`src/common/socket_event_consts.svh`:
```
`ifndef SOCKET_EVENT_CONSTS_SVH
`define SOCKET_EVENT_CONSTS_SVH

// ----------------------------------------
// configuration space
// ----------------------------------------
`define CFG_BASE_OFFSET 8'h10
`define BASE_KEEP_MASK 32'hffff_f000
`define BASE_RESET 32'h0000_0000

// ----------------------------------------
// socket register offsets
// ----------------------------------------
`define OFS_EVENT 12'h000
`define OFS_MASK 12'h004
`define OFS_STATE 12'h008
`define OFS_FORCE 12'h00c
`define OFS_CONTROL 12'h010
`define OFS_POWER_MGMT 12'h020

// ----------------------------------------
// field positions and resets
// ----------------------------------------
`define EV_WIDTH 4
`define EV_POWER_BIT 3
`define EV_DET2_BIT 2
`define EV_DET1_BIT 1
`define EV_STATUS_BIT 0
`define EVENT_RESET 4'h0
`define ENABLE_RESET 4'h0
`define DETECT_ENABLE_ON 2'h3
`define STATE_3V_BIT 29
`define STATE_5V_BIT 28
`define SIDE_WIDTH 8
`define SIDE_RESET 8'h00
`define SENSE_LINES 3
`define LEVEL_RESET 3'b110

`endif

```
`src/common/socket_event_pkg.sv`:
```
package socket_event_pkg;

  // register selected by a socket-window offset
  typedef enum {
    SEL_EVENT,
    SEL_MASK,
    SEL_STATE,
    SEL_FORCE,
    SEL_CONTROL,
    SEL_POWER_MGMT,
    SEL_NONE
  } reg_sel_type;

endpackage : socket_event_pkg

```
`src/common/socket_sense_if.sv`:
```
`timescale 1ns/100ps

// live socket levels and one-cycle change pulses
interface socket_sense_if;
  logic [3:0] live_state;
  logic [3:0] changed;

  modport sense (
    output live_state,
    output changed
  );

  modport regs (
    input live_state,
    input changed
  );
endinterface : socket_sense_if

```
`src/logic/socket_event_regs.sv`:
```
`timescale 1ns/100ps
`include "socket_event_consts.svh"

// ----------------------------------------
// Summary of operation
// RQ1: socket register set sits in memory at base from config offset 10h.
// RQ2: event 00h, mask 04h, state 08h, force 0Ch, control 10h, power 20h.
// RQ3: event bits say only that a change happened; state register tells what.
// RQ4: writing 1 clears an event bit; writing 0 leaves it.
// RQ5: writing 1 to a force bit sets the matching event bit.
// RQ6: reset clears events; a still-changed line may set one again.
// RQ7: software clears all events before enabling interrupts.
// RQ8: event bit 3 sets when powered state changes.
// RQ9: event bits 2 and 1 set when detect levels 2 and 1 change.
// RQ10: event bit 0 on rising status edge for cardbus, both edges otherwise.
// RQ11: event and mask bits 31 to 4 read zero, ignore writes.
// RQ12: masks gate only the interrupt; events still set.
// RQ13: interrupt raised only for enabled event classes.
// RQ14: mask bit 3 enables power-cycle interrupt, default blocked.
// RQ15: detect mask field 2:1 at 11 enables, 00 blocks, others reserved.
// RQ16: mask bit 0 enables card status interrupt, default blocked.
// RQ17: event and mask registers reset to zero.
// RQ18: state bits 0..2 follow status and detect lines, ident changes hidden.
// RQ19: state bit 3 shows socket powered, zero by default.
// RQ20: interrupt held while an enabled event bit stays set.
// ----------------------------------------

module socket_event_regs (
  input wire logic sys_clk,
  input wire logic rst_b,
  input wire logic cfg_wr,
  input wire logic [7:0] cfg_offset,
  input wire logic [31:0] cfg_wdata,
  output logic [31:0] base_addr,
  input wire logic mem_req,
  input wire logic mem_we,
  input wire logic [31:0] mem_addr,
  input wire logic [31:0] mem_wdata,
  input wire logic [3:0] mem_be,
  output logic mem_hit,
  output logic mem_ack,
  output logic [31:0] mem_rdata,
  input wire logic card_status_pin,
  input wire logic detect1_pin_b,
  input wire logic detect2_pin_b,
  input wire logic socket_powered_in,
  input wire logic card_is_cardbus,
  input wire logic card_ident_busy,
  output logic status_change_irq
);

  // ----------------------------------------
  // storage
  // ----------------------------------------
  logic [31:0] base_reg;
  logic [3:0] events_reg;
  logic [3:0] events_next;
  logic [3:0] enables_reg;
  logic [`SIDE_WIDTH-1:0] control_reg;
  logic [`SIDE_WIDTH-1:0] power_mgmt_reg;
  logic ack_reg;
  logic [31:0] rdata_reg;

  logic [3:0] ev_clear;
  logic [3:0] ev_set;
  logic [3:0] enable_eff;
  logic ev_wr;
  logic force_wr;
  logic enable_wr;
  logic rd_take;
  socket_event_pkg::reg_sel_type sel;

  socket_sense_if sense_bus ();

  // ----------------------------------------
  // line sensing
  // ----------------------------------------
  socket_line_sense u_sense (
    .sys_clk(sys_clk),
    .rst_b(rst_b),
    .card_status_pin(card_status_pin),
    .detect1_pin_b(detect1_pin_b),
    .detect2_pin_b(detect2_pin_b),
    .socket_powered_in(socket_powered_in),
    .card_is_cardbus(card_is_cardbus),
    .card_ident_busy(card_ident_busy),
    .sense(sense_bus.sense)
  );

  // ----------------------------------------
  // decode
  // ----------------------------------------

  // word offset to register; reserved and unlisted offsets map to none
  function automatic socket_event_pkg::reg_sel_type decode_sel(input logic [11:0] ofs);
    logic [11:0] word;
    word = {ofs[11:2], 2'b00};
    case (word)
      `OFS_EVENT: decode_sel = socket_event_pkg::SEL_EVENT;
      `OFS_MASK: decode_sel = socket_event_pkg::SEL_MASK;
      `OFS_STATE: decode_sel = socket_event_pkg::SEL_STATE;
      `OFS_FORCE: decode_sel = socket_event_pkg::SEL_FORCE;
      `OFS_CONTROL: decode_sel = socket_event_pkg::SEL_CONTROL;
      `OFS_POWER_MGMT: decode_sel = socket_event_pkg::SEL_POWER_MGMT;
      default: decode_sel = socket_event_pkg::SEL_NONE;
    endcase
  endfunction : decode_sel

  // claim the cycle when the upper bits match the programmed base
  assign mem_hit = mem_req && ((mem_addr & `BASE_KEEP_MASK) == base_reg); // [RQ1]
  assign sel = decode_sel(mem_addr[11:0]); // [RQ2]

  // only the low byte carries writable bits
  assign ev_wr = mem_hit && mem_we && mem_be[0] && (sel == socket_event_pkg::SEL_EVENT);
  assign enable_wr = mem_hit && mem_we && mem_be[0] && (sel == socket_event_pkg::SEL_MASK);
  assign force_wr = mem_hit && mem_we && mem_be[0] && (sel == socket_event_pkg::SEL_FORCE);
  assign rd_take = mem_hit && !mem_we;

  // ----------------------------------------
  // base address
  // ----------------------------------------

  // low twelve bits stay zero: the window is 4 KB aligned
  always_ff @(posedge sys_clk or negedge rst_b) begin
    if (!rst_b) begin
      base_reg <= `BASE_RESET;
    end else if (cfg_wr && (cfg_offset == `CFG_BASE_OFFSET)) begin
      base_reg <= cfg_wdata & `BASE_KEEP_MASK; // [RQ1]
    end
  end

  assign base_addr = base_reg;

  // ----------------------------------------
  // event bits
  // ----------------------------------------

  // set wins over a clear in the same cycle so no change is lost
  always_comb begin
    ev_clear = ev_wr ? mem_wdata[3:0] : 4'h0; // [RQ4] [RQ11]
    ev_set = sense_bus.changed; // [RQ8] [RQ9] [RQ10] [RQ12]
    if (force_wr) ev_set = ev_set | mem_wdata[3:0]; // [RQ5]
    events_next = (events_reg & ~ev_clear) | ev_set;
  end

  // bits record only that something changed, never its direction
  always_ff @(posedge sys_clk or negedge rst_b) begin
    if (!rst_b) begin
      events_reg <= `EVENT_RESET; // [RQ6] [RQ17]
    end else begin
      events_reg <= events_next; // [RQ3]
    end
  end

  // ----------------------------------------
  // interrupt enables
  // ----------------------------------------
  always_ff @(posedge sys_clk or negedge rst_b) begin
    if (!rst_b) begin
      enables_reg <= `ENABLE_RESET; // [RQ17]
    end else if (enable_wr) begin
      enables_reg <= mem_wdata[3:0]; // [RQ11]
    end
  end

  // reserved detect codes 01 and 10 are treated as blocking
  always_comb begin
    enable_eff = 4'h0;
    enable_eff[`EV_POWER_BIT] = enables_reg[`EV_POWER_BIT]; // [RQ14]
    enable_eff[`EV_DET2_BIT] = (enables_reg[2:1] == `DETECT_ENABLE_ON); // [RQ15]
    enable_eff[`EV_DET1_BIT] = (enables_reg[2:1] == `DETECT_ENABLE_ON); // [RQ15]
    enable_eff[`EV_STATUS_BIT] = enables_reg[`EV_STATUS_BIT]; // [RQ16]
  end

  // level request; stale events fire the moment enables go up
  assign status_change_irq = |(events_reg & enable_eff); // [RQ13] [RQ20] [RQ7]

  // ----------------------------------------
  // control and power management
  // ----------------------------------------

  // contents defined elsewhere; kept as plain low-byte storage
  always_ff @(posedge sys_clk or negedge rst_b) begin
    if (!rst_b) begin
      control_reg <= `SIDE_RESET;
      power_mgmt_reg <= `SIDE_RESET;
    end else if (mem_hit && mem_we && mem_be[0]) begin
      if (sel == socket_event_pkg::SEL_CONTROL) control_reg <= mem_wdata[7:0];
      if (sel == socket_event_pkg::SEL_POWER_MGMT) power_mgmt_reg <= mem_wdata[7:0];
    end
  end

  // ----------------------------------------
  // read data and acknowledge
  // ----------------------------------------

  // one register slice of read data; force register reads as zero
  function automatic logic [31:0] read_word(
    input socket_event_pkg::reg_sel_type s,
    input logic [3:0] ev,
    input logic [3:0] en,
    input logic [3:0] live,
    input logic [7:0] ctl,
    input logic [7:0] pm
  );
    logic [31:0] w;
    w = 32'h0000_0000;
    case (s)
      socket_event_pkg::SEL_EVENT: w[3:0] = ev; // [RQ11]
      socket_event_pkg::SEL_MASK: w[3:0] = en; // [RQ11]
      socket_event_pkg::SEL_STATE: begin
        w[3:0] = live; // [RQ18] [RQ19]
        w[`STATE_3V_BIT] = 1'b1;
        w[`STATE_5V_BIT] = 1'b1;
      end
      socket_event_pkg::SEL_CONTROL: w[7:0] = ctl;
      socket_event_pkg::SEL_POWER_MGMT: w[7:0] = pm;
      default: w = 32'h0000_0000;
    endcase
    read_word = w;
  endfunction : read_word

  // every claimed cycle answers one edge later, writes included
  always_ff @(posedge sys_clk or negedge rst_b) begin
    if (!rst_b) begin
      ack_reg <= 1'b0;
      rdata_reg <= 32'h0000_0000;
    end else begin
      ack_reg <= mem_hit;
      if (rd_take) begin
        rdata_reg <= read_word(sel, events_reg, enables_reg, sense_bus.live_state, control_reg, power_mgmt_reg);
      end
    end
  end

  assign mem_ack = ack_reg;
  assign mem_rdata = rdata_reg;

  // ----------------------------------------
  // checks
  // ----------------------------------------

  a_clear_on_one: assert property ( // [RQ4]
    @(posedge sys_clk) disable iff (!rst_b)
    (ev_wr && mem_wdata[0] && !ev_set[0]) |=> !events_reg[0])
    else $error("event bit not cleared by write of one");

  a_zero_keeps: assert property ( // [RQ4]
    @(posedge sys_clk) disable iff (!rst_b)
    (ev_wr && !mem_wdata[1] && events_reg[1]) |=> events_reg[1])
    else $error("event bit lost on write of zero");

  a_force_sets: assert property ( // [RQ5]
    @(posedge sys_clk) disable iff (!rst_b)
    (force_wr && mem_wdata[3]) |=> events_reg[3])
    else $error("forced event did not set");

  a_power_change: assert property ( // [RQ8]
    @(posedge sys_clk) disable iff (!rst_b)
    $changed(sense_bus.live_state[3]) |-> ##[0:1] events_reg[3])
    else $error("power change not recorded");

  a_detect_change: assert property ( // [RQ9]
    @(posedge sys_clk) disable iff (!rst_b)
    (sense_bus.changed[2] && enables_reg == 4'h0) |=> events_reg[2])
    else $error("detect change lost while masked");

  a_status_event: assert property ( // [RQ10]
    @(posedge sys_clk) disable iff (!rst_b)
    sense_bus.changed[0] |=> events_reg[0])
    else $error("status edge not recorded");

  a_upper_zero: assert property ( // [RQ11]
    @(posedge sys_clk) disable iff (!rst_b)
    (rd_take && sel == socket_event_pkg::SEL_MASK) |=> (mem_ack && mem_rdata[31:4] == 28'h0000000))
    else $error("reserved mask bits read nonzero");

  a_reset_clear: assert property ( // [RQ17]
    @(posedge sys_clk) disable iff (!rst_b)
    !$past(rst_b) |-> (events_reg == 4'h0 && enables_reg == 4'h0))
    else $error("registers not zero after reset");

  a_irq_power: assert property ( // [RQ14]
    @(posedge sys_clk) disable iff (!rst_b)
    (events_reg == 4'h8) |-> (status_change_irq == enables_reg[3]))
    else $error("power interrupt gating wrong");

  a_detect_rsvd: assert property ( // [RQ15]
    @(posedge sys_clk) disable iff (!rst_b)
    (events_reg == 4'h2 && enables_reg[2:1] != 2'h3) |-> !status_change_irq)
    else $error("detect interrupt with field not 11");

  a_irq_holds: assert property ( // [RQ20]
    @(posedge sys_clk) disable iff (!rst_b)
    (status_change_irq && !ev_wr && !enable_wr) |=> status_change_irq)
    else $error("interrupt dropped without clear");

  a_state_view: assert property ( // [RQ18]
    @(posedge sys_clk) disable iff (!rst_b)
    (rd_take && sel == socket_event_pkg::SEL_STATE) |=> mem_rdata[3:0] == $past(sense_bus.live_state))
    else $error("state read does not show live lines");

endmodule : socket_event_regs

```
`src/logic/socket_line_sense.sv`:
```
`timescale 1ns/100ps
`include "socket_event_consts.svh"

module socket_line_sense (
  input wire logic sys_clk,
  input wire logic rst_b,
  input wire logic card_status_pin,
  input wire logic detect1_pin_b,
  input wire logic detect2_pin_b,
  input wire logic socket_powered_in,
  input wire logic card_is_cardbus,
  input wire logic card_ident_busy,
  socket_sense_if.sense sense
);

  // ----------------------------------------
  // pin synchronisers
  // ----------------------------------------
  logic [`SENSE_LINES-1:0] pins;
  logic [`SENSE_LINES-1:0] s1_reg;
  logic [`SENSE_LINES-1:0] s2_reg;
  logic [`SENSE_LINES-1:0] s3_reg;
  logic [`SENSE_LINES-1:0] lvl_reg;
  logic [`SENSE_LINES-1:0] lvl_next;
  logic power_reg;
  logic [3:0] changed_reg;

  // idle pin levels: detect high (no card), status low
  localparam logic [`SENSE_LINES-1:0] level_idle = `LEVEL_RESET;

  assign pins = {detect2_pin_b, detect1_pin_b, card_status_pin};

  // three stages; level accepted once stages two and three agree
  genvar g;
  generate
    for (g = 0; g < `SENSE_LINES; g++) begin : g_sync
      always_ff @(posedge sys_clk or negedge rst_b) begin
        if (!rst_b) begin
          s1_reg[g] <= level_idle[g];
          s2_reg[g] <= level_idle[g];
          s3_reg[g] <= level_idle[g];
        end else begin
          s1_reg[g] <= pins[g];
          s2_reg[g] <= s1_reg[g];
          s3_reg[g] <= s2_reg[g];
        end
      end
    end
  endgenerate

  // detect changes are hidden while the card is being identified
  always_comb begin
    lvl_next = lvl_reg;
    if (s2_reg[0] == s3_reg[0]) lvl_next[0] = s3_reg[0]; // [RQ18]
    if (!card_ident_busy) begin // [RQ18]
      if (s2_reg[1] == s3_reg[1]) lvl_next[1] = s3_reg[1];
      if (s2_reg[2] == s3_reg[2]) lvl_next[2] = s3_reg[2];
    end
  end

  // levels reset to no card, no status, powered down; matching the
  // synchroniser reset avoids a false detect change after reset
  always_ff @(posedge sys_clk or negedge rst_b) begin
    if (!rst_b) begin
      lvl_reg <= level_idle;
      power_reg <= 1'b0;
    end else begin
      lvl_reg <= lvl_next;
      power_reg <= socket_powered_in; // [RQ19]
    end
  end

  // change pulses; a level still differing after reset re-fires
  always_ff @(posedge sys_clk or negedge rst_b) begin
    if (!rst_b) begin
      changed_reg <= 4'h0;
    end else begin
      changed_reg[`EV_POWER_BIT] <= power_reg != socket_powered_in; // [RQ8]
      changed_reg[`EV_DET2_BIT] <= lvl_reg[2] != lvl_next[2]; // [RQ9]
      changed_reg[`EV_DET1_BIT] <= lvl_reg[1] != lvl_next[1]; // [RQ9]
      changed_reg[`EV_STATUS_BIT] <= card_is_cardbus ? (!lvl_reg[0] && lvl_next[0])
                                                     : (lvl_reg[0] != lvl_next[0]); // [RQ10] [RQ6]
    end
  end

  assign sense.live_state = {power_reg, lvl_reg};
  assign sense.changed = changed_reg;

  a_ident_hides: assert property ( // [RQ18]
    @(posedge sys_clk) disable iff (!rst_b)
    card_ident_busy |=> $stable(lvl_reg[2:1]))
    else $error("detect level moved during identification");

  a_cardbus_no_fall: assert property ( // [RQ10]
    @(posedge sys_clk) disable iff (!rst_b)
    ($fell(lvl_reg[0]) && $past(card_is_cardbus)) |-> !changed_reg[0])
    else $error("falling status edge flagged for cardbus card");

endmodule : socket_line_sense

```
`config.mk`:
```
export PLATFORM = sky130hd
export DESIGN_NAME = socket_event_regs
export DESIGN_NICKNAME = d
export VERILOG_FILES = /design/src/common/socket_event_pkg.sv /design/src/common/socket_sense_if.sv /design/src/logic/socket_event_regs.sv /design/src/logic/socket_line_sense.sv
export VERILOG_INCLUDE_DIRS = /design/src /design/src/common
export SDC_FILE = /design/constraint.sdc
export NUM_CORES = 1
export LEC_CHECK = 0
export BUFFER_PORTS_ARGS = -buffer_cell sky130_fd_sc_hd__buf_4
export CORE_MARGIN = 4
export CORE_UTILIZATION = 30
export DETAILED_ROUTE_END_ITERATION = 16
export GPL_ROUTABILITY_DRIVEN = 0
export PLACE_DENSITY = 0.67
export SETUP_SLACK_MARGIN = 0.05
export SYNTH_ARGS = -nofsm -noshare
export SYNTH_HDL_FRONTEND = slang
export SYNTH_SLANG_ARGS = --single-unit
```
`constraint.sdc`:
```
create_clock -name sys_clk -period 4.1 [get_ports sys_clk]
set_input_delay 0.41 -clock sys_clk [delete_from_list [all_inputs] [get_ports sys_clk]]
set_output_delay 0.41 -clock sys_clk [all_outputs]
set_load 0.01 [all_outputs]
```
# ---- Word-level counts from Yosys, hierarchy flattened
# Cells that the tools add are included.
# Widths: inputs -> output; s select.
dict set report word_totals {
  reg_bits 72
  inputBits 119
  word_cells 75
}
dict set report op_classes {
  eq_ne 23
  mux 11
  n_bitwise 5
  n_reduce_logical 17
}
# cell count
set ops {}
lappend ops {{$logic_not 32->1} 2}
lappend ops {{$eq 32x2->1 const B} 1}
lappend ops {{$eq 32x3->1 const B} 1}
lappend ops {{$eq 10x2->1 const B} 2}
lappend ops {{$eq 20x20->1} 1}
lappend ops {{$pmux 4 s5} 1}
lappend ops {{$pmux 3 s6} 1}
lappend ops {{$eq 3x3->1 const B} 4}
lappend ops {{$eq 10x1->1 const B} 1}
lappend ops {{$eq 10x3->1 const B} 1}
lappend ops {{$eq 10x4->1 const B} 1}
lappend ops {{$logic_not 10->1} 1}
lappend ops {{$logic_and 1x1->1} 9}
lappend ops {{$and 4x4->4} 2}
lappend ops {{$eq 8x5->1 const B} 1}
lappend ops {{$mux 4} 2}
lappend ops {{$or 4x4->4} 2}
lappend ops {{$pmux 4 s2} 1}
lappend ops {{$mux 1} 4}
lappend ops {{$mux 2} 2}
lappend ops {{$ne 1x1->1} 4}
lappend ops {{$not 4->4} 1}
lappend ops {{$reduce_and 2->1} 2}
lappend ops {{$reduce_or 4->1} 1}
lappend ops {{5 further kinds} 8}

# ---- Depth between registers and ports, before layout
# Gate-level depths: netlist of run 1.
dict set report depth {
  word_depth 9
  depth_mapped 7
}

# ---- Cells and area by module
# Synthesis of run 1 repeated with hierarchy kept, for this count alone.
dict set report unflattened {
  hier_cells 275
  area_unflattened_um2 3435.8
}
# mod n_inst cells_per_inst area_per_inst_um2 seq_area_each_um2
set modules_own_cells {}
lappend modules_own_cells {socket_event_regs 1 235 2867.8 1351.3}
lappend modules_own_cells {socket_line_sense 1 40 568.0 435.4}

# ---- Worst setup path before layout of run 1
# Ideal clock, no wire load.
dict set report synth_timing {
  path_kind {register to register}
  startpoint {register base_reg[21] (netlist: base_addr[21])}
  endpoint {register control_reg[0]}
  setup_time_ns 0.125
  t_arrival_ns 2.476
  t_required_ns 3.975
  slack_ns 1.499
  stages_incl_launch_ff 7
  n_path_buf 1
  path_cell_list {dfrtp_1 nor2b_1 or4_1 or4_1 buf_2 nor3_4 mux2_2}
}
dict set report synth_via {
  elab_chain_cells 5
}
# item line_no
set synth_rtl {}
lappend synth_rtl {{start, declared} socket_event_regs.sv:55} ;# logic [31:0] base_reg;
lappend synth_rtl {{start signal, assigned} socket_event_regs.sv:126} ;# base_reg <= `BASE_RESET;
lappend synth_rtl {{start signal, assigned} socket_event_regs.sv:128} ;# base_reg <= cfg_wdata & `BASE_KEEP_MASK;
lappend synth_rtl {{$eq 20x20->1} socket_event_regs.sv:110} ;# assign mem_hit = mem_req && ((mem_addr & `BASE_KEEP_MASK) == base_reg);
lappend synth_rtl {{$logic_and 1x1->1} socket_event_regs.sv:110}
lappend synth_rtl {{$logic_and 1x1->1 (2 in series)} socket_event_regs.sv:187} ;# end else if (mem_hit && mem_we && mem_be[0]) begin
lappend synth_rtl {{$reduce_and 2->1 (no source line)} --}
lappend synth_rtl {{end signal, assigned} socket_event_regs.sv:185} ;# control_reg <= `SIDE_RESET;
lappend synth_rtl {{end signal, assigned} socket_event_regs.sv:188} ;# if (sel == socket_event_pkg::SEL_CONTROL) control_reg <= mem_wdata[7:0];
lappend synth_rtl {{end, declared} socket_event_regs.sv:59} ;# logic [`SIDE_WIDTH-1:0] control_reg;
# No other way between the ends.
# A chain may end at the register's enable or synchronous reset.

# ---- Worst setup path after layout of run 1
dict set report layout_timing {
  startpoint {register base_reg[21] (netlist: base_addr[21])}
  endpoint {register power_mgmt_reg[2]}
}
dict set report layout_via {
  elab_chain_cells 5
}
# item line_no
set layout_rtl {}
lappend layout_rtl {{$eq 20x20->1} socket_event_regs.sv:110}
lappend layout_rtl {{$logic_and 1x1->1} socket_event_regs.sv:110}
lappend layout_rtl {{$logic_and 1x1->1 (2 in series)} socket_event_regs.sv:187}
lappend layout_rtl {{$reduce_and 2->1 (no source line)} --}
lappend layout_rtl {{end signal, assigned} socket_event_regs.sv:186} ;# power_mgmt_reg <= `SIDE_RESET;
lappend layout_rtl {{end signal, assigned} socket_event_regs.sv:189} ;# if (sel == socket_event_pkg::SEL_POWER_MGMT) power_mgmt_reg <= mem_wdata[7:0];
lappend layout_rtl {{end, declared} socket_event_regs.sv:60} ;# logic [`SIDE_WIDTH-1:0] power_mgmt_reg;
# No other way between the ends.

==> flow_summary.toml, run 1 <==
[drt]
routed_wirelength_mm = 8.74
detail_route.first_pass.iterations = 4
ant_nets = 0
wl_per_cell_um = 15.2
dr.first_iter.drc_count = 75
vias_per_cell = 4.82
vias = 2772
drcViolationCount = 0

[floorplanning]
fp.dieW_um = 118
io_pins = 186
std_cell_rows = 39
die_height_um = 118
design.core.area_um2 = 11600
dieArea_um2 = 13900
initial_utilization = 0.311

[clocking]
clock_latency_ps = 330
clkTransAtPathRegs_ps = 50
cts_tree = "yes"
cts_htree_levels = 3
cts_made_buffers = 9
root_buffer = "sky130_fd_sc_hd__clkbuf_16"
post_cts_hold_buffer_count = 0
cts_setup_buffers = 0
cts.sink_count = 71
cts_repair_resize_count = 0
clockBufferDepth = 2

[status]
status = "finished, final reports clean"

[yosys]
netlist.area_leader.share = 0.436
synth.avg_cell_area_um2 = 11.4
synth_cell_type_count = 43
synth-edff-count = 0
synth_flop_cell = "sky130_fd_sc_hd__dfrtp_1"
synth_warnings = 0
synth.most_common_cell = "sky130_fd_sc_hd__dfrtp_1"
post_synth_most_frequent_cells = "sky130_fd_sc_hd__dfrtp_1 (63), sky130_fd_sc_hd__mux2_2 (47), sky130_fd_sc_hd__buf_4 (35)"
synth_async_sr_flop_share = 1.00
synth_sequential_area_ratio = 0.494
synthesis.area_um2 = 3610
synth_area_leaders = "sky130_fd_sc_hd__dfrtp_1 (44%), sky130_fd_sc_hd__mux2_2 (15%), sky130_fd_sc_hd__buf_4 (7.3%), sky130_fd_sc_hd__dfstp_2 (5.8%), sky130_fd_sc_hd__xor2_1 (2.9%)"
synth.largest_area_cell = "sky130_fd_sc_hd__dfrtp_1"
synthesis.instances = 316
synth_seq_cells = 71

[global_routing]
vias_in_the_first_global_route = 2977
total_routing_usage_reported_by_global_routing = 0.128
grt_start_max_net_pins = 72
grt_overflow_total = 0
antenna_violations_before_repair = 0
grt_first_pass_wirelength_mm = 14.2

[sta]
hold_ws_ps = 186
worst_slew_margin_rel = 0.254
post-route-period-util = 0.767
maxClockFrequency_mhz = 318
final_hold_fails = 0
rsz0062_at_grt = "no"
final.min_clock_period_ps = 3150
tightestPinTransition_ps = 1110
worst_slack_ps = 954
fin_skew_ps = 4.18
finalSetupViolations = 0
slew_viol_final = 0
totalNegativeSetupSlack_ps = 0

[cells_and_area]
finalCoreUtilization = 0.408
synthToLayoutAreaGrowth_pct = 31.3
n_fill_cell = 1107
antenna_cells_inserted = 0
number_of_nets_in_the_final_layout = 547
largest_reg_flops = 20
drive_above_1_share = 0.428

[critical_path]
timing_worst_setup_path_type = "reg -> reg"
worst-path-max-fanout = 11
critical_path_arrival_ps = 3350
setup.worst_path.start_class = "flip-flop"
critPathCaptureType = "flip-flop"
worst-endpoint-required_ps = 4310

[power]
report.power.total_mw = 1.68
peakVddDrop_uv = 212
p_leak_nw = 2.34
p_per_area_nw_per_um2 = 355

[placed_design]
pre_cts_slack_ps = 859
hpwl_after_dpl_mm = 6.78
port_buffers = 110

[min_path]
hold_path_class = "in -> async"

[flow_run]
maxCapViolations = 0
layout make-up:
class	instances	area, µm²	area share
multi-input combinational	220	1600	0.337
timing repair buffer	111	833	0.176
inverter	14	52.6	0.0111
clock buffer	12	246	0.0520
clock inverter	4	45.0	0.00950
sequential	71	1790	0.377
tap	143	179	0.0377
placed cells by master, fill, tap and decap left out, types with 2 or more instances in the layout:
cell type | Yosys | layout
sky130_fd_sc_hd__nor3b_1 | 2 | 2
sky130_fd_sc_hd__a21oi_1 | 6 | 6
sky130_fd_sc_hd__nand3_1 | 8 | 8
sky130_fd_sc_hd__inv_1 | 14 | 14
sky130_fd_sc_hd__conb_1 | 1 | 34
sky130_fd_sc_hd__xnor2_1 | 4 | 4
sky130_fd_sc_hd__dfrtp_1 | 63 | 63
sky130_fd_sc_hd__clkbuf_16 | 0 | 9
sky130_fd_sc_hd__nor2_1 | 12 | 12
sky130_fd_sc_hd__nand2_1 | 13 | 13
sky130_fd_sc_hd__clkinv_2 | 0 | 3
sky130_fd_sc_hd__xor2_1 | 12 | 12
sky130_fd_sc_hd__nand3b_1 | 3 | 3
sky130_fd_sc_hd__o21ai_0 | 5 | 5
sky130_fd_sc_hd__mux2i_1 | 6 | 6
sky130_fd_sc_hd__a21o_1 | 4 | 4
sky130_fd_sc_hd__nor3_1 | 7 | 7
sky130_fd_sc_hd__or3_1 | 6 | 6
sky130_fd_sc_hd__nor2b_1 | 11 | 11
sky130_fd_sc_hd__dfstp_2 | 8 | 8
sky130_fd_sc_hd__o31ai_1 | 4 | 4
sky130_fd_sc_hd__buf_4 | 35 | 111
sky130_fd_sc_hd__nor3_4 | 2 | 2
sky130_fd_sc_hd__a22oi_1 | 7 | 7
sky130_fd_sc_hd__or4_1 | 4 | 4
sky130_fd_sc_hd__a32oi_1 | 2 | 2
sky130_fd_sc_hd__nand4b_1 | 2 | 2
sky130_fd_sc_hd__mux2_2 | 47 | 47
sky130_fd_sc_hd__a311o_1 | 2 | 2
sky130_fd_sc_hd__clkbuf_1 | 8 | 2
sky130_fd_sc_hd__nor4_1 | 4 | 4
logic make-up (layout without fill, tap and decap cells):
logic type / count (synthesis) / after routing / share of synthesized area
adders and majority gates: 2 / 2 / 0.00623
DFF: 71 / 71 / 0.494
AOI/OAI and AO/OA: 33 / 33 / 0.0641
and+or+nand+nor: 82 / 82 / 0.135
xor gates and xnor gates: 16 / 16 / 0.0388
muxes: 53 / 53 / 0.163
buffers and inverters: 58 / 141 / 0.0970
other: 1 / 34 / 0.00104
metal layers:
metal	vias up	part of all wire	global-route usage
met4	0	0.028	0.0615
met3	20	0.10	0.0557
met5	-	0	0
met1	1339	0.39	0.140
met2	143	0.48	0.212
li1	1270	-	-
path summary, 6_finish.rpt:
path / start / to / slack [ps] / depth (start not counted)
worst max-delay path: base_addr[21]$_DFFE_PN0P_ / power_mgmt_reg[2]$_DFFE_PN0P_ / 950 / 5
worst min-delay path: rst_b / base_addr[27]$_DFFE_PN0P_ / 190 / 1
worst max register to register: base_addr[21]$_DFFE_PN0P_ / power_mgmt_reg[2]$_DFFE_PN0P_ / 950 / 5
worst min register to register: u_sense.s1_reg[0]$_DFF_PN0_ / u_sense.s2_reg[0]$_DFF_PN0_ / 350 / 0
max in group asynchronous: rst_b / base_addr[12]$_DFFE_PN0P_ / 3300 / 1
min in group sys_clk: detect2_pin_b / u_sense.s1_reg[2]$_DFF_PN1_ / 190 / 1
per-stage QoR:
| step | cell area (µm²) | instances |
|---|---|---|
| after floorplan | 3740 | 349 |
| after global placement | 4450 | 559 |
| after detailed placement | 4450 | 559 |
| after CTS | 4740 | 575 |
| after global routing | 4740 | 575 |
| final | 4740 | 575 |
where the power goes:
part           leakage, nW  switching, mW  total, mW  internal [mW]
sequential           0.913         0.0184      0.746          0.727
clock                0.146          0.275      0.759          0.484
combinational         1.28         0.0869      0.177         0.0897
total                 2.34          0.380       1.68           1.30
critical path, cell delays in order (launching register included):
cell and delay [ps]:
sky130_fd_sc_hd__dfrtp_1 410, sky130_fd_sc_hd__nor2b_1 150, sky130_fd_sc_hd__or4_1 540, sky130_fd_sc_hd__or4_1 780, sky130_fd_sc_hd__nor3_2 730, sky130_fd_sc_hd__mux2_2 420
Note: power is estimated with default switching activity, not from simulation.
==> inputs of run 2 (changes only) <==
PLACE_DENSITY = 0.69   (was 0.67)
clock period = 2.6 ns   (was 4.1 ns; I/O delays follow)
==> run 2 against run 1 <==
  * Combinational power grew 65%
  * Final cell count is 2.6% higher
  * Clock skew grew 3.9 ps
  * Setup slack worse by 810 ps
  * Die area did not move
  * Global-route usage increased by 0.36 points
  * Maximum frequency is 28% higher
  * Non-clock buffer count rose by 15
  * Critical path depth increased by 1
  * Largest power group unchanged
  * Largest cell class unchanged
  * Routed wire length grew 2.4%
  * Sequential power grew 57%
  * Flip-flop and latch count stayed put
==> flow_summary.toml, run 2 (synthesis gave the netlist of run 1 again) <==
[floorplanning]
std_cell_rows = 39
initial_utilization = 0.311
io_pins = 186
die_height_um = 118
fp.dieW_um = 118
dieArea_um2 = 13900
design.core.area_um2 = 11600

[power]
report.power.total_mw = 2.76
peakVddDrop_uv = 351
p_leak_nw = 2.47
p_per_area_nw_per_um2 = 561

[clocking]
cts.sink_count = 71
clockBufferDepth = 2
root_buffer = "sky130_fd_sc_hd__clkbuf_16"
cts_made_buffers = 9
cts_tree = "yes"
post_cts_hold_buffer_count = 0
clock_latency_ps = 330
cts_htree_levels = 3
cts_setup_buffers = 0
clkTransAtPathRegs_ps = 60

[critical_path]
critical_path_arrival_ps = 2680
critical_path.reg2reg.endpoint = "events_reg[0]$_DFF_PN0_"
setup.worst_path.start_class = "flip-flop"
timing_worst_setup_path_type = "reg -> reg"
reg2reg_depth = 6
timing.critical_path.mode_cell = "sky130_fd_sc_hd__or4_4"
startpoint = "base_addr[21]$_DFFE_PN0P_"
critPathCaptureType = "flip-flop"
worst_reg2reg_path_startpoint = "base_addr[21]$_DFFE_PN0P_"
regToRegSetupSlack_ps = 140
critical_path_cell_by_cell = "nor2b_1 > or4_4 > or4_4 > buf_6 > or3_1 > a21o_1"
maximum_single_stage_delay_on_the_critical_path_ps = 600
slowest_stage = "sky130_fd_sc_hd__or4_4"
worst-path-max-fanout = 8
worst-endpoint-required_ps = 2820

[cells_and_area]
multiInputGateArea_um2 = 1630
area.sequential_um2 = 1790
synthToLayoutAreaGrowth_pct = 36.2
final_common_cell = "sky130_fd_sc_hd__buf_4"
fin_area_um2 = 4920
antenna_cells_inserted = 0
drive_above_1_share = 0.459
largest_reg_flops = 20
layout_common_cells = "sky130_fd_sc_hd__buf_4 (123), sky130_fd_sc_hd__dfrtp_1 (63), sky130_fd_sc_hd__mux2_2 (47)"
number_of_nets_in_the_final_layout = 562
final_cell_count_no_fill = 590
n_fill_cell = 1081
finalCoreUtilization = 0.424

[global_routing]
antenna_violations_before_repair = 0
grt_start_max_net_pins = 72
grt_first_pass_wirelength_mm = 14.5
vias_in_the_first_global_route = 3004
total_routing_usage_reported_by_global_routing = 0.131
grt_overflow_total = 0

[drt]
wl_per_cell_um = 15.2
detail_route.first_pass.iterations = 4
routed_wirelength_mm = 8.96
ant_nets = 0
vias = 2775
vias_per_cell = 4.70
dr.first_iter.drc_count = 116
drcViolationCount = 0

[placed_design]
hpwl_after_dpl_mm = 6.93
dp_cells = 574
port_buffers = 110
placed_standard_cell_area_um2 = 4580

[min_path]
number_of_cells_on_the_worst_hold_path = 1
worstHoldEndpoint = "u_sense.s1_reg[0]$_DFF_PN0_"
min_delay_startpoint = "card_status_pin"
hold_path_class = "in -> reg"

[sta]
slew_viol_final = 0
maxClockFrequency_mhz = 407
final.min_clock_period_ps = 2460
post-route-period-util = 0.946
rsz0062_at_grt = "no"
tightestPinTransition_ps = 877
finalSetupViolations = 0
totalNegativeSetupSlack_ps = 0
fin_skew_ps = 8.05
worst_slew_margin_rel = 0.416
final_hold_fails = 0

[flow_run]
maxCapViolations = 0

[status]
status = "finished, final reports clean"
-- run 2: critical path: cells and delay by family (launching register included) --
family | cells | cell delay, ps
AOI/OAI and AO/OA | 1 | 190
buffers and inverters | 1 | 170
DFF | 1 | 380
and+or+nand+nor | 4 | 1610
-- run 2: area by class of cell --
| class | instances | share of cell area |
|---|---|---|
| Multi-Input combinational cell | 220 | 0.330 |
| Sequential cell | 71 | 0.363 |
| Clock inverter | 7 | 0.0178 |
| Timing Repair Buffer | 126 | 0.196 |
| Tap cell | 143 | 0.0363 |
| Clock buffer | 9 | 0.0458 |
| Inverter | 14 | 0.0107 |
-- run 2: repair_timing --
action	CTS	global route
gates resized for setup	1	6
pin swaps	0	2
setup endpoints to repair	16	16
-- run 2: where the power goes --
group | total (mW) | switching (mW) | internal [mW] | leakage, nW
Sequential | 1.17 | 0.0264 | 1.15 | 0.913
Combinational | 0.292 | 0.142 | 0.150 | 1.40
Clock | 1.30 | 0.463 | 0.832 | 0.155
-- run 2: how the worst max path moves through the flow --
stage	cells after the start	slack, ps	endpoint
2_1_floorplan	6	50	control_reg[0]$_DFFE_PN0P_
3_3_place_gp	5	3	enables_reg[0]$_DFFE_PN0P_
3_5_place_dp	6	-20	power_mgmt_reg[3]$_DFFE_PN0P_
4_1_cts	6	70	power_mgmt_reg[3]$_DFFE_PN0P_
5_1_grt	6	60	events_reg[3]$_DFF_PN0_
6_report	6	140	events_reg[0]$_DFF_PN0_
-- run 2: stage by stage --
| stage | setup slack [ps] | hold slack (ps) |
|---|---|---|
| 4_1_cts | 66.1 | 22.7 |
| 2_1_floorplan | 55.0 | -35.6 |
| 6_report | 140 | 32.1 |
| 3_5_place_dp | -22.8 | 347 |
| 3_3_place_gp | 3.41 | 333 |
| 5_1_grt | 60.4 | 18.0 |
-- run 2: routing by layer --
| metal | vias up | part of all wire | GRT usage |
|---|---|---|---|
| li1 | 1298 | - | - |
| met1 | 1334 | 0.39 | 0.143 |
| met2 | 135 | 0.50 | 0.228 |
| met3 | 8 | 0.10 | 0.0557 |
| met4 | 0 | 0.013 | 0.0462 |
| met5 | - | 0 | 0 |
